`src/common/tick_timer_pkg.sv`:
```
/*
 * constants and carrier types for the system tick down counter:
 * register offsets, field positions, reset values and response codes.
 * assumes a 32-bit axi4-lite register bus with word-aligned registers.
 */
package tick_timer_pkg;

    // register byte offsets
    localparam logic [3:0] off_control = 4'h0;
    localparam logic [3:0] off_reload = 4'h4;
    localparam logic [3:0] off_current = 4'h8;
    localparam logic [3:0] off_clock_select = 4'hC;

    // field positions in tick_control_register
    localparam int pos_enable = 0;
    localparam int pos_source = 2;
    localparam int pos_wrap_seen = 16;

    // field position of external_tick_source_select in clock_select_register_zero
    localparam int pos_ext_sel_lo = 3;
    localparam int ext_sel_width = 3;
    localparam int ext_source_count = 4;

    // reset values
    localparam logic [31:0] reset_reload = 32'h0000_0000;
    localparam logic [31:0] reset_count = 32'h0000_0000;
    localparam logic [2:0] reset_ext_sel = 3'h0;

    // axi response codes
    localparam logic [1:0] resp_okay = 2'h0;
    localparam logic [1:0] resp_slverr = 2'h2;

    // software-controlled fields of the control register
    typedef struct packed {
        logic enable;
        logic use_core_clock;
    } control_type;

    // one buffered axi write request
    typedef struct packed {
        logic addr_valid;
        logic [3:0] addr;
        logic data_valid;
        logic [31:0] data;
    } write_hold_type;

endpackage

```
`src/hw/system_tick_down_counter.sv`:
```
/*
 * system tick down counter with an axi4-lite register slave.
 * holds the counter, the reload value, the wrap-seen flag and the
 * external tick source selection.
 * assumes external tick inputs are synchronous to aclk; each rising
 * level change on the selected input is one count tick.
 * assumes a bus master that keeps at most one write and one read open.
 *
 * behaviour a user must know:
 * - write strobes are ignored; every write replaces the whole register.
 * - an address that is not a multiple of four answers with slverr;
 *   such a read returns zero and such a write changes nothing.
 * - the write response comes one cycle after both beats are held, so
 *   two cycles after the later of address and data is taken.
 * - the read answer comes one cycle after the address is taken.
 * - a write to the current value wins over a tick in the same cycle.
 * - a wrap in the same cycle as the clearing read keeps the flag set,
 *   so software never loses a wrap between two reads.
 * - a source select of four or above picks no input; the count stalls unless the core clock is selected.
 * - the counter resets to zero, though software must not rely on it.
 */
// The AXI4-Lite slave port and the placing of the registers were decided locally.
`timescale 1ns/1ns
`default_nettype none

module system_tick_down_counter
    import tick_timer_pkg::*;
#(
    parameter int count_width = 24
) (
    // clock and reset
    input wire logic aclk,
    input wire logic aresetn,
    // external tick sources
    input wire logic [ext_source_count-1:0] external_tick_clock,
    // axi4-lite write address
    input wire logic [3:0] s_axi_awaddr,
    input wire logic s_axi_awvalid,
    output logic s_axi_awready,
    // axi4-lite write data
    input wire logic [31:0] s_axi_wdata,
    input wire logic [3:0] s_axi_wstrb,
    input wire logic s_axi_wvalid,
    output logic s_axi_wready,
    // axi4-lite write response
    output logic [1:0] s_axi_bresp,
    output logic s_axi_bvalid,
    input wire logic s_axi_bready,
    // axi4-lite read address
    input wire logic [3:0] s_axi_araddr,
    input wire logic s_axi_arvalid,
    output logic s_axi_arready,
    // axi4-lite read data
    output logic [31:0] s_axi_rdata,
    output logic [1:0] s_axi_rresp,
    output logic s_axi_rvalid,
    input wire logic s_axi_rready
);

    // the control register is laid out for a counter of at most 24 bits
    if (count_width < 1 || count_width > 24) begin : g_bad_width
        $error("count_width must be 1..24");
    end

    // the source index below is two bits wide; more inputs would alias
    if (ext_source_count < 1 || ext_source_count > 4) begin : g_bad_sources
        $error("ext_source_count must be 1..4");
    end

    // register state
    control_type control, next_control;
    logic wrap_seen_flag, next_wrap_seen_flag;
    logic [count_width-1:0] reload_value_register, next_reload_value_register;
    logic [count_width-1:0] current_value_register, next_current_value_register;
    logic [ext_sel_width-1:0] external_tick_source_select, next_external_tick_source_select;
    logic [ext_source_count-1:0] tick_prev, next_tick_prev;

    // bus state
    write_hold_type wr_hold, next_wr_hold;
    logic bvalid_q, next_bvalid;
    logic [1:0] bresp_q, next_bresp;
    logic rvalid_q, next_rvalid;
    logic [1:0] rresp_q, next_rresp;
    logic [31:0] rdata_q, next_rdata;

    // derived strobes
    logic [ext_source_count-1:0] source_rise;
    logic selected_in_range;
    logic ext_rise;
    logic tick;
    logic do_write;
    logic do_read;
    logic write_mapped;
    logic read_mapped;
    logic [31:0] read_word;

    // handshake readies: one buffered beat each, none while a response is pending
    assign s_axi_awready = !wr_hold.addr_valid && !bvalid_q;
    assign s_axi_wready = !wr_hold.data_valid && !bvalid_q;
    assign s_axi_arready = !rvalid_q;
    assign s_axi_bvalid = bvalid_q;
    assign s_axi_bresp = bresp_q;
    assign s_axi_rvalid = rvalid_q;
    assign s_axi_rresp = rresp_q;
    assign s_axi_rdata = rdata_q;

    // write fires once address and data are both held
    assign do_write = wr_hold.addr_valid && wr_hold.data_valid;
    assign do_read = s_axi_arvalid && s_axi_arready;
    assign write_mapped = wr_hold.addr[1:0] == 2'h0;
    assign read_mapped = s_axi_araddr[1:0] == 2'h0;

    // previous level of every external input, for the edge detectors;
    // all inputs are tracked so a change of select never sees a stale level
    always_comb begin
        next_tick_prev = external_tick_clock;
    end

    // one rising-change detector per external input
    for (genvar g = 0; g < ext_source_count; g++) begin : g_edge
        assign source_rise[g] = external_tick_clock[g] && !tick_prev[g];
    end

    // an out-of-range select picks no source at all, so the count stalls unless the core clock is selected
    assign selected_in_range =
        external_tick_source_select < ext_sel_width'(ext_source_count);

    // tick source: core clock every cycle, or a rising edge of the chosen input
    assign ext_rise = selected_in_range
        && source_rise[external_tick_source_select[1:0]];
    assign tick = control.use_core_clock ? 1'b1 : ext_rise;

    // read mux: reserved bits read as zero
    always_comb begin
        read_word = 32'h0000_0000;
        unique case (s_axi_araddr)
            off_control: begin
                read_word[pos_enable] = control.enable;
                read_word[pos_source] = control.use_core_clock;
                read_word[pos_wrap_seen] = wrap_seen_flag;
            end
            off_reload: read_word[count_width-1:0] = reload_value_register;
            off_current: read_word[count_width-1:0] = current_value_register;
            off_clock_select: begin
                read_word[pos_ext_sel_lo +: ext_sel_width] = external_tick_source_select;
            end
            default: read_word = 32'h0000_0000;
        endcase
    end

    // next state of the counter and its registers
    always_comb begin
        next_control = control;
        next_reload_value_register = reload_value_register;
        next_current_value_register = current_value_register;
        next_external_tick_source_select = external_tick_source_select;
        next_wrap_seen_flag = wrap_seen_flag;
        // read side effect first, so a same-cycle wrap wins below
        if (do_read && s_axi_araddr == off_control) begin
            next_wrap_seen_flag = 1'b0;
        end
        // counting; disabled holds everything
        if (control.enable && tick) begin
            if (current_value_register == '0) begin
                next_current_value_register = reload_value_register;
            end else begin
                next_current_value_register = current_value_register - 1'b1;
                if (current_value_register == count_width'(1)) begin
                    next_wrap_seen_flag = 1'b1;
                end
            end
        end
        // software writes take priority over the count step
        if (do_write) begin
            unique case (wr_hold.addr)
                off_control: begin
                    next_control.enable = wr_hold.data[pos_enable];
                    next_control.use_core_clock = wr_hold.data[pos_source];
                end
                off_reload: next_reload_value_register = wr_hold.data[count_width-1:0];
                // the written value is dropped on purpose; only zero is stored
                off_current: next_current_value_register = '0;
                off_clock_select: begin
                    next_external_tick_source_select =
                        wr_hold.data[pos_ext_sel_lo +: ext_sel_width];
                end
                default: next_control = control;
            endcase
        end
    end

    // next state of the bus slave, write side; address and data may come
    // in either order, each is parked until its partner arrives
    always_comb begin
        next_wr_hold = wr_hold;
        next_bvalid = bvalid_q;
        next_bresp = bresp_q;
        if (s_axi_awvalid && s_axi_awready) begin
            next_wr_hold.addr_valid = 1'b1;
            next_wr_hold.addr = s_axi_awaddr;
        end
        if (s_axi_wvalid && s_axi_wready) begin
            next_wr_hold.data_valid = 1'b1;
            next_wr_hold.data = s_axi_wdata;
        end
        if (do_write) begin
            next_wr_hold.addr_valid = 1'b0;
            next_wr_hold.data_valid = 1'b0;
            next_bvalid = 1'b1;
            next_bresp = write_mapped ? resp_okay : resp_slverr;
        end else if (s_axi_bready) begin
            next_bvalid = 1'b0;
        end
    end

    // next state of the bus slave, read side; data is captured at the
    // address handshake so it stands unchanged until rready
    always_comb begin
        next_rvalid = rvalid_q;
        next_rresp = rresp_q;
        next_rdata = rdata_q;
        if (do_read) begin
            next_rvalid = 1'b1;
            next_rdata = read_word;
            next_rresp = read_mapped ? resp_okay : resp_slverr;
        end else if (s_axi_rready) begin
            next_rvalid = 1'b0;
        end
    end

    // registers; counter reset to zero though software must not rely on it
    always_ff @(posedge aclk) begin
        if (!aresetn) begin
            control <= '0;
            wrap_seen_flag <= 1'b0;
            reload_value_register <= reset_reload[count_width-1:0];
            current_value_register <= reset_count[count_width-1:0];
            external_tick_source_select <= reset_ext_sel;
            tick_prev <= '0;
            wr_hold <= '0;
            bvalid_q <= 1'b0;
            bresp_q <= resp_okay;
            rvalid_q <= 1'b0;
            rresp_q <= resp_okay;
            rdata_q <= 32'h0000_0000;
        end else begin
            control <= next_control;
            wrap_seen_flag <= next_wrap_seen_flag;
            reload_value_register <= next_reload_value_register;
            current_value_register <= next_current_value_register;
            external_tick_source_select <= next_external_tick_source_select;
            tick_prev <= next_tick_prev;
            wr_hold <= next_wr_hold;
            bvalid_q <= next_bvalid;
            bresp_q <= next_bresp;
            rvalid_q <= next_rvalid;
            rresp_q <= next_rresp;
            rdata_q <= next_rdata;
        end
    end

endmodule

`default_nettype wire

```
`config.mk`:
```
export PLATFORM = sky130hd
export DESIGN_NAME = system_tick_down_counter
export DESIGN_NICKNAME = d
export VERILOG_FILES = /design/src/common/tick_timer_pkg.sv /design/src/hw/system_tick_down_counter.sv
export SDC_FILE = /design/constraint.sdc
export NUM_CORES = 1
export LEC_CHECK = 0
export ABC_AREA = 1
export BUFFER_PORTS_ARGS = -buffer_cell sky130_fd_sc_hd__buf_4
export CAP_MARGIN = 20
export CORE_MARGIN = 1
export CORE_UTILIZATION = 57
export CTS_BUF_LIST = sky130_fd_sc_hd__clkbuf_4 sky130_fd_sc_hd__clkbuf_8
export CTS_CLUSTER_SIZE = 25
export DETAILED_ROUTE_END_ITERATION = 8
export PLACE_DENSITY_LB_ADDON = 0.1
export RECOVER_POWER = 50
export SLEW_MARGIN = 20
export SYNTH_ARGS = -nofsm -noshare
export SYNTH_HDL_FRONTEND = slang
export SYNTH_SLANG_ARGS = --single-unit
```
`constraint.sdc`:
```
create_clock -name aclk -period 2.55 [get_ports aclk]
set_input_delay 0.51 -clock aclk [delete_from_list [all_inputs] [get_ports aclk]]
set_output_delay 0.51 -clock aclk [all_outputs]
set_load 0.05 [all_outputs]
```
==> impl_results.md <==
* Area contributors post-synth: dfxtp_1 42%, nor2_1 11%, o21ai_0 9.6%
* Slew HR at 0.458
* RSZ-0062 raised after global routing: no
* Synth cell count leaders: 159 x nor2_1, 116 x dfxtp_1, 110 x nand2_1
* Worst hold path class: input pin to register
* Starting density of the core at 0.593
* CP arrival at between 2 and 2.5 ns
* Setup_tns at 0 ns
* Clk sink count at between 100 and 150
* Largest stage delay on the critical path at 0.37 ns
* Post-DP HPWL at 9650 um
* Worst hold endpoint: tick_prev[0]
* Gate Count Post-Synth at between 700 and 800
* Most numerous cell in the Yosys netlist: nor2_1
* Finish-stage setup viols at 0
* Most used cell, CP: nand2_1
* Synth warnings at 0
* Main flop type after synthesis: dfxtp_1
* Final Critical Period at around 2.0 ns
* First-pass GRT wire length at between 20000 and 25000 um
* Sequential share of the synthesized area at 0.420
* Area growth, synth to finish at 15.6%
* Io pins at 96
* Hold Fails Final Rpt at 0
* Post-CTS resize count at 0
* Pin count of the biggest net entering global routing at 47
* Mean Syn Cell Area at 7.02 um2
* Drt total wl at 13500 um
* Hold buffers post-CTS at 0
* F_max at 0.509 GHz
* Max-slew violations at 0
* Delay-heaviest family, CP: simple AND/OR/NAND/NOR gates
* R2r worst-path depth at 11
* Worst-path fanout max at 5
* Die width at ~100 um
* Hold wc startpoint: external_tick_clock[0]
* Drt first pass iters at 5
* Clk pin slew, worst setup/hold paths at 0.08 ns
* Number of synthesized flops with an enable pin at 0
* Area share of the largest cell type after synthesis at 0.420
* Worst ir drop on vdd at 564 uV
* Share of layout cells above drive strength 1 at 0.127
* Initial DRC count at between 300 and 400
* Slowest cell on the critical path: dfxtp_1
* Synth Cell Area at around 0.0055 mm2
* Drt wl/cell at about 14 um
* Clock Latency Late Sink at 0.44 ns
* Layout Nets at 909
* Number of global-route vias before repair at approximately 4700
* MaxCap Viol Count at 0
* Critical Path RT at between 2 and 3 ns
* CP Launch Type: register
* Vias per cell at roughly 5.3
* Final ANT Viol Nets at 0
* Initial antenna violation count at 0
* FF-to-FF End: current_value_register[22]
* Status: complete, no violations
* Bufs on Longest Clock Path at 2
* Critical setup path kind: register to register
* TritonCTS buffer count at 17
* Post-synth top area cell: dfxtp_1
* Reg2reg setup slack at 0.58 ns
* CTS H-tree depth at 4
* #FFs+latches synth at around 120
* Final Wtd Congestion at 0.936
* DRC at 0
* Pre-CTS WS at 0.554 ns
* R2R Path Start: current_value_register[0]
* Final WS setup at ~0.58 ns
* Port bufs at 73
* Static Leak at approximately 0.0029 uW
* Die Ht at 101 um
* Die ar. at a little over 0.01 mm2
* N_diodes at 0
* Tcrit/Tclk final at 0.771
* Worst-path cell chain: inv_1 > ha_1 > nand2_1 > nor2_1 > nand2_1 > o21ai_0 > nand2_1 > nand2_1 > nand2_1 > nand2_1 > inv_1
* Std cell rows at 35
* Clk_skew at roughly 0.014 ns
* Core area at a little over 0.009 mm2
* Fillers at approximately 830
* Worst-margin pin slew at 0.811 ns
* Crit path capture type: register
* Dpl cells at roughly 960
* Root buf cell: clkbuf_8
* Post-route insts no fill at 993
* Core Util, Final at 0.686
* Async SR Flop Fraction at 0
* Yosys cell types at 38
* WP buf/inv at 2
* Hold depth at 3
* GRT overflow at 0
* GR Util All Layers at 0.288
* Post-CTS Setup Bufs at 0
* Via Count at 5264
* CTS tree: done
* Pwr Density at ~720 mW/mm2
==> power by group <==
group          switching [uW]  total (uW)  internal, uW
clock                     809        1840          1030
combinational             560         800           239
sequential               54.4        1950          1900
==> through the flow <==
| stage | instance area [um2] | total power [uW] | hold slack, ns |
|---|---|---|---|
| 3_5_place_dp | 6070 | 2800 | 0.456 |
| 5_1_grt | 6400 | 4790 | 0.233 |
| 4_1_cts | 6500 | 4620 | 0.234 |
| 2_1_floorplan | 5570 | 2630 | 0.439 |
| 3_3_place_gp | 6070 | 2780 | 0.455 |
| 6_report | 6400 | 4590 | 0.250 |
==> registers in the layout, indices dropped and copies added (netlist names) <==
| register | count |
|---|---|
| s_axi_bvalid | 1 |
| tick_prev | 4 |
| current_value_register | 24 |
| reload_value_register | 24 |
| s_axi_bresp | 1 |
| wrap_seen_flag | 1 |
| external_tick_source_select | 3 |
| s_axi_rdata | 24 |
| wr_hold | 30 |
| control | 2 |
| s_axi_rvalid | 1 |
| s_axi_rresp | 1 |
==> final cells by class <==
| cell class | count | area (um2) | share of cell area |
|---|---|---|---|
| clock inverter | 13 | 173 | 0.0270 |
| inverter | 96 | 363 | 0.0567 |
| clock buffer | 19 | 262 | 0.0409 |
| timing repair buffer | 79 | 489 | 0.0765 |
| sequential | 116 | 2320 | 0.363 |
| tap | 129 | 161 | 0.0252 |
| multi-input combinational | 541 | 2630 | 0.411 |
==> placed cells by master, fill, tap and decap left out, types with 4 or more instances in the layout <==
cell / n
a21oi_1: 50
clkbuf_8: 19
clkbuf_1: 27
nand2_1: 111
nor2_2: 5
o21ai_1: 7
o221ai_1: 19
o21ai_0: 106
inv_1: 93
nand4_1: 6
nand2_2: 6
nand3_1: 26
nor2_4: 7
nor3_1: 5
dfxtp_1: 116
xor2_1: 8
buf_4: 51
conb_1: 10
clkinvlp_4: 4
nor2_1: 159
==> metal layers <==
layer	vias up	global-route usage	share of wire
met1	2403	0.383	0.46
li1	2658	-	-
met4	0	0.0948	0.014
met3	21	0.0853	0.071
met2	182	0.446	0.45
met5	-	0	0
==> tightest hold or removal path: stages <==
cell	delay [ns]
buf_4	0.08
nand2_1	0.04
inv_1	0.04
==> cell families after synthesis <==
logic type      Yosys count  synth area share
simple gates            331             0.258
compound gates          188             0.189
buf+inv                 141             0.111
flops                   116             0.420
xor+xnor                  9            0.0142
fa+ha+maj                 3           0.00678
other cells               1          0.000677
==> how the worst max path moves through the flow <==
stage / from / end / slack [ns] / depth (start not counted)
floorplan: s_axi_bvalid / wr_hold[5] / 0.37 / 6
global placement: wr_hold[37] / reload_value_register[19] / 0.61 / 7
detailed placement: external_tick_clock[3] / current_value_register[18] / 0.55 / 10
CTS: wr_hold[37] / reload_value_register[19] / 0.54 / 7
global route: s_axi_rvalid / s_axi_rdata[18] / 0.34 / 7
finish: current_value_register[0] / current_value_register[22] / 0.58 / 11
(Power assumes the default switching activity.)
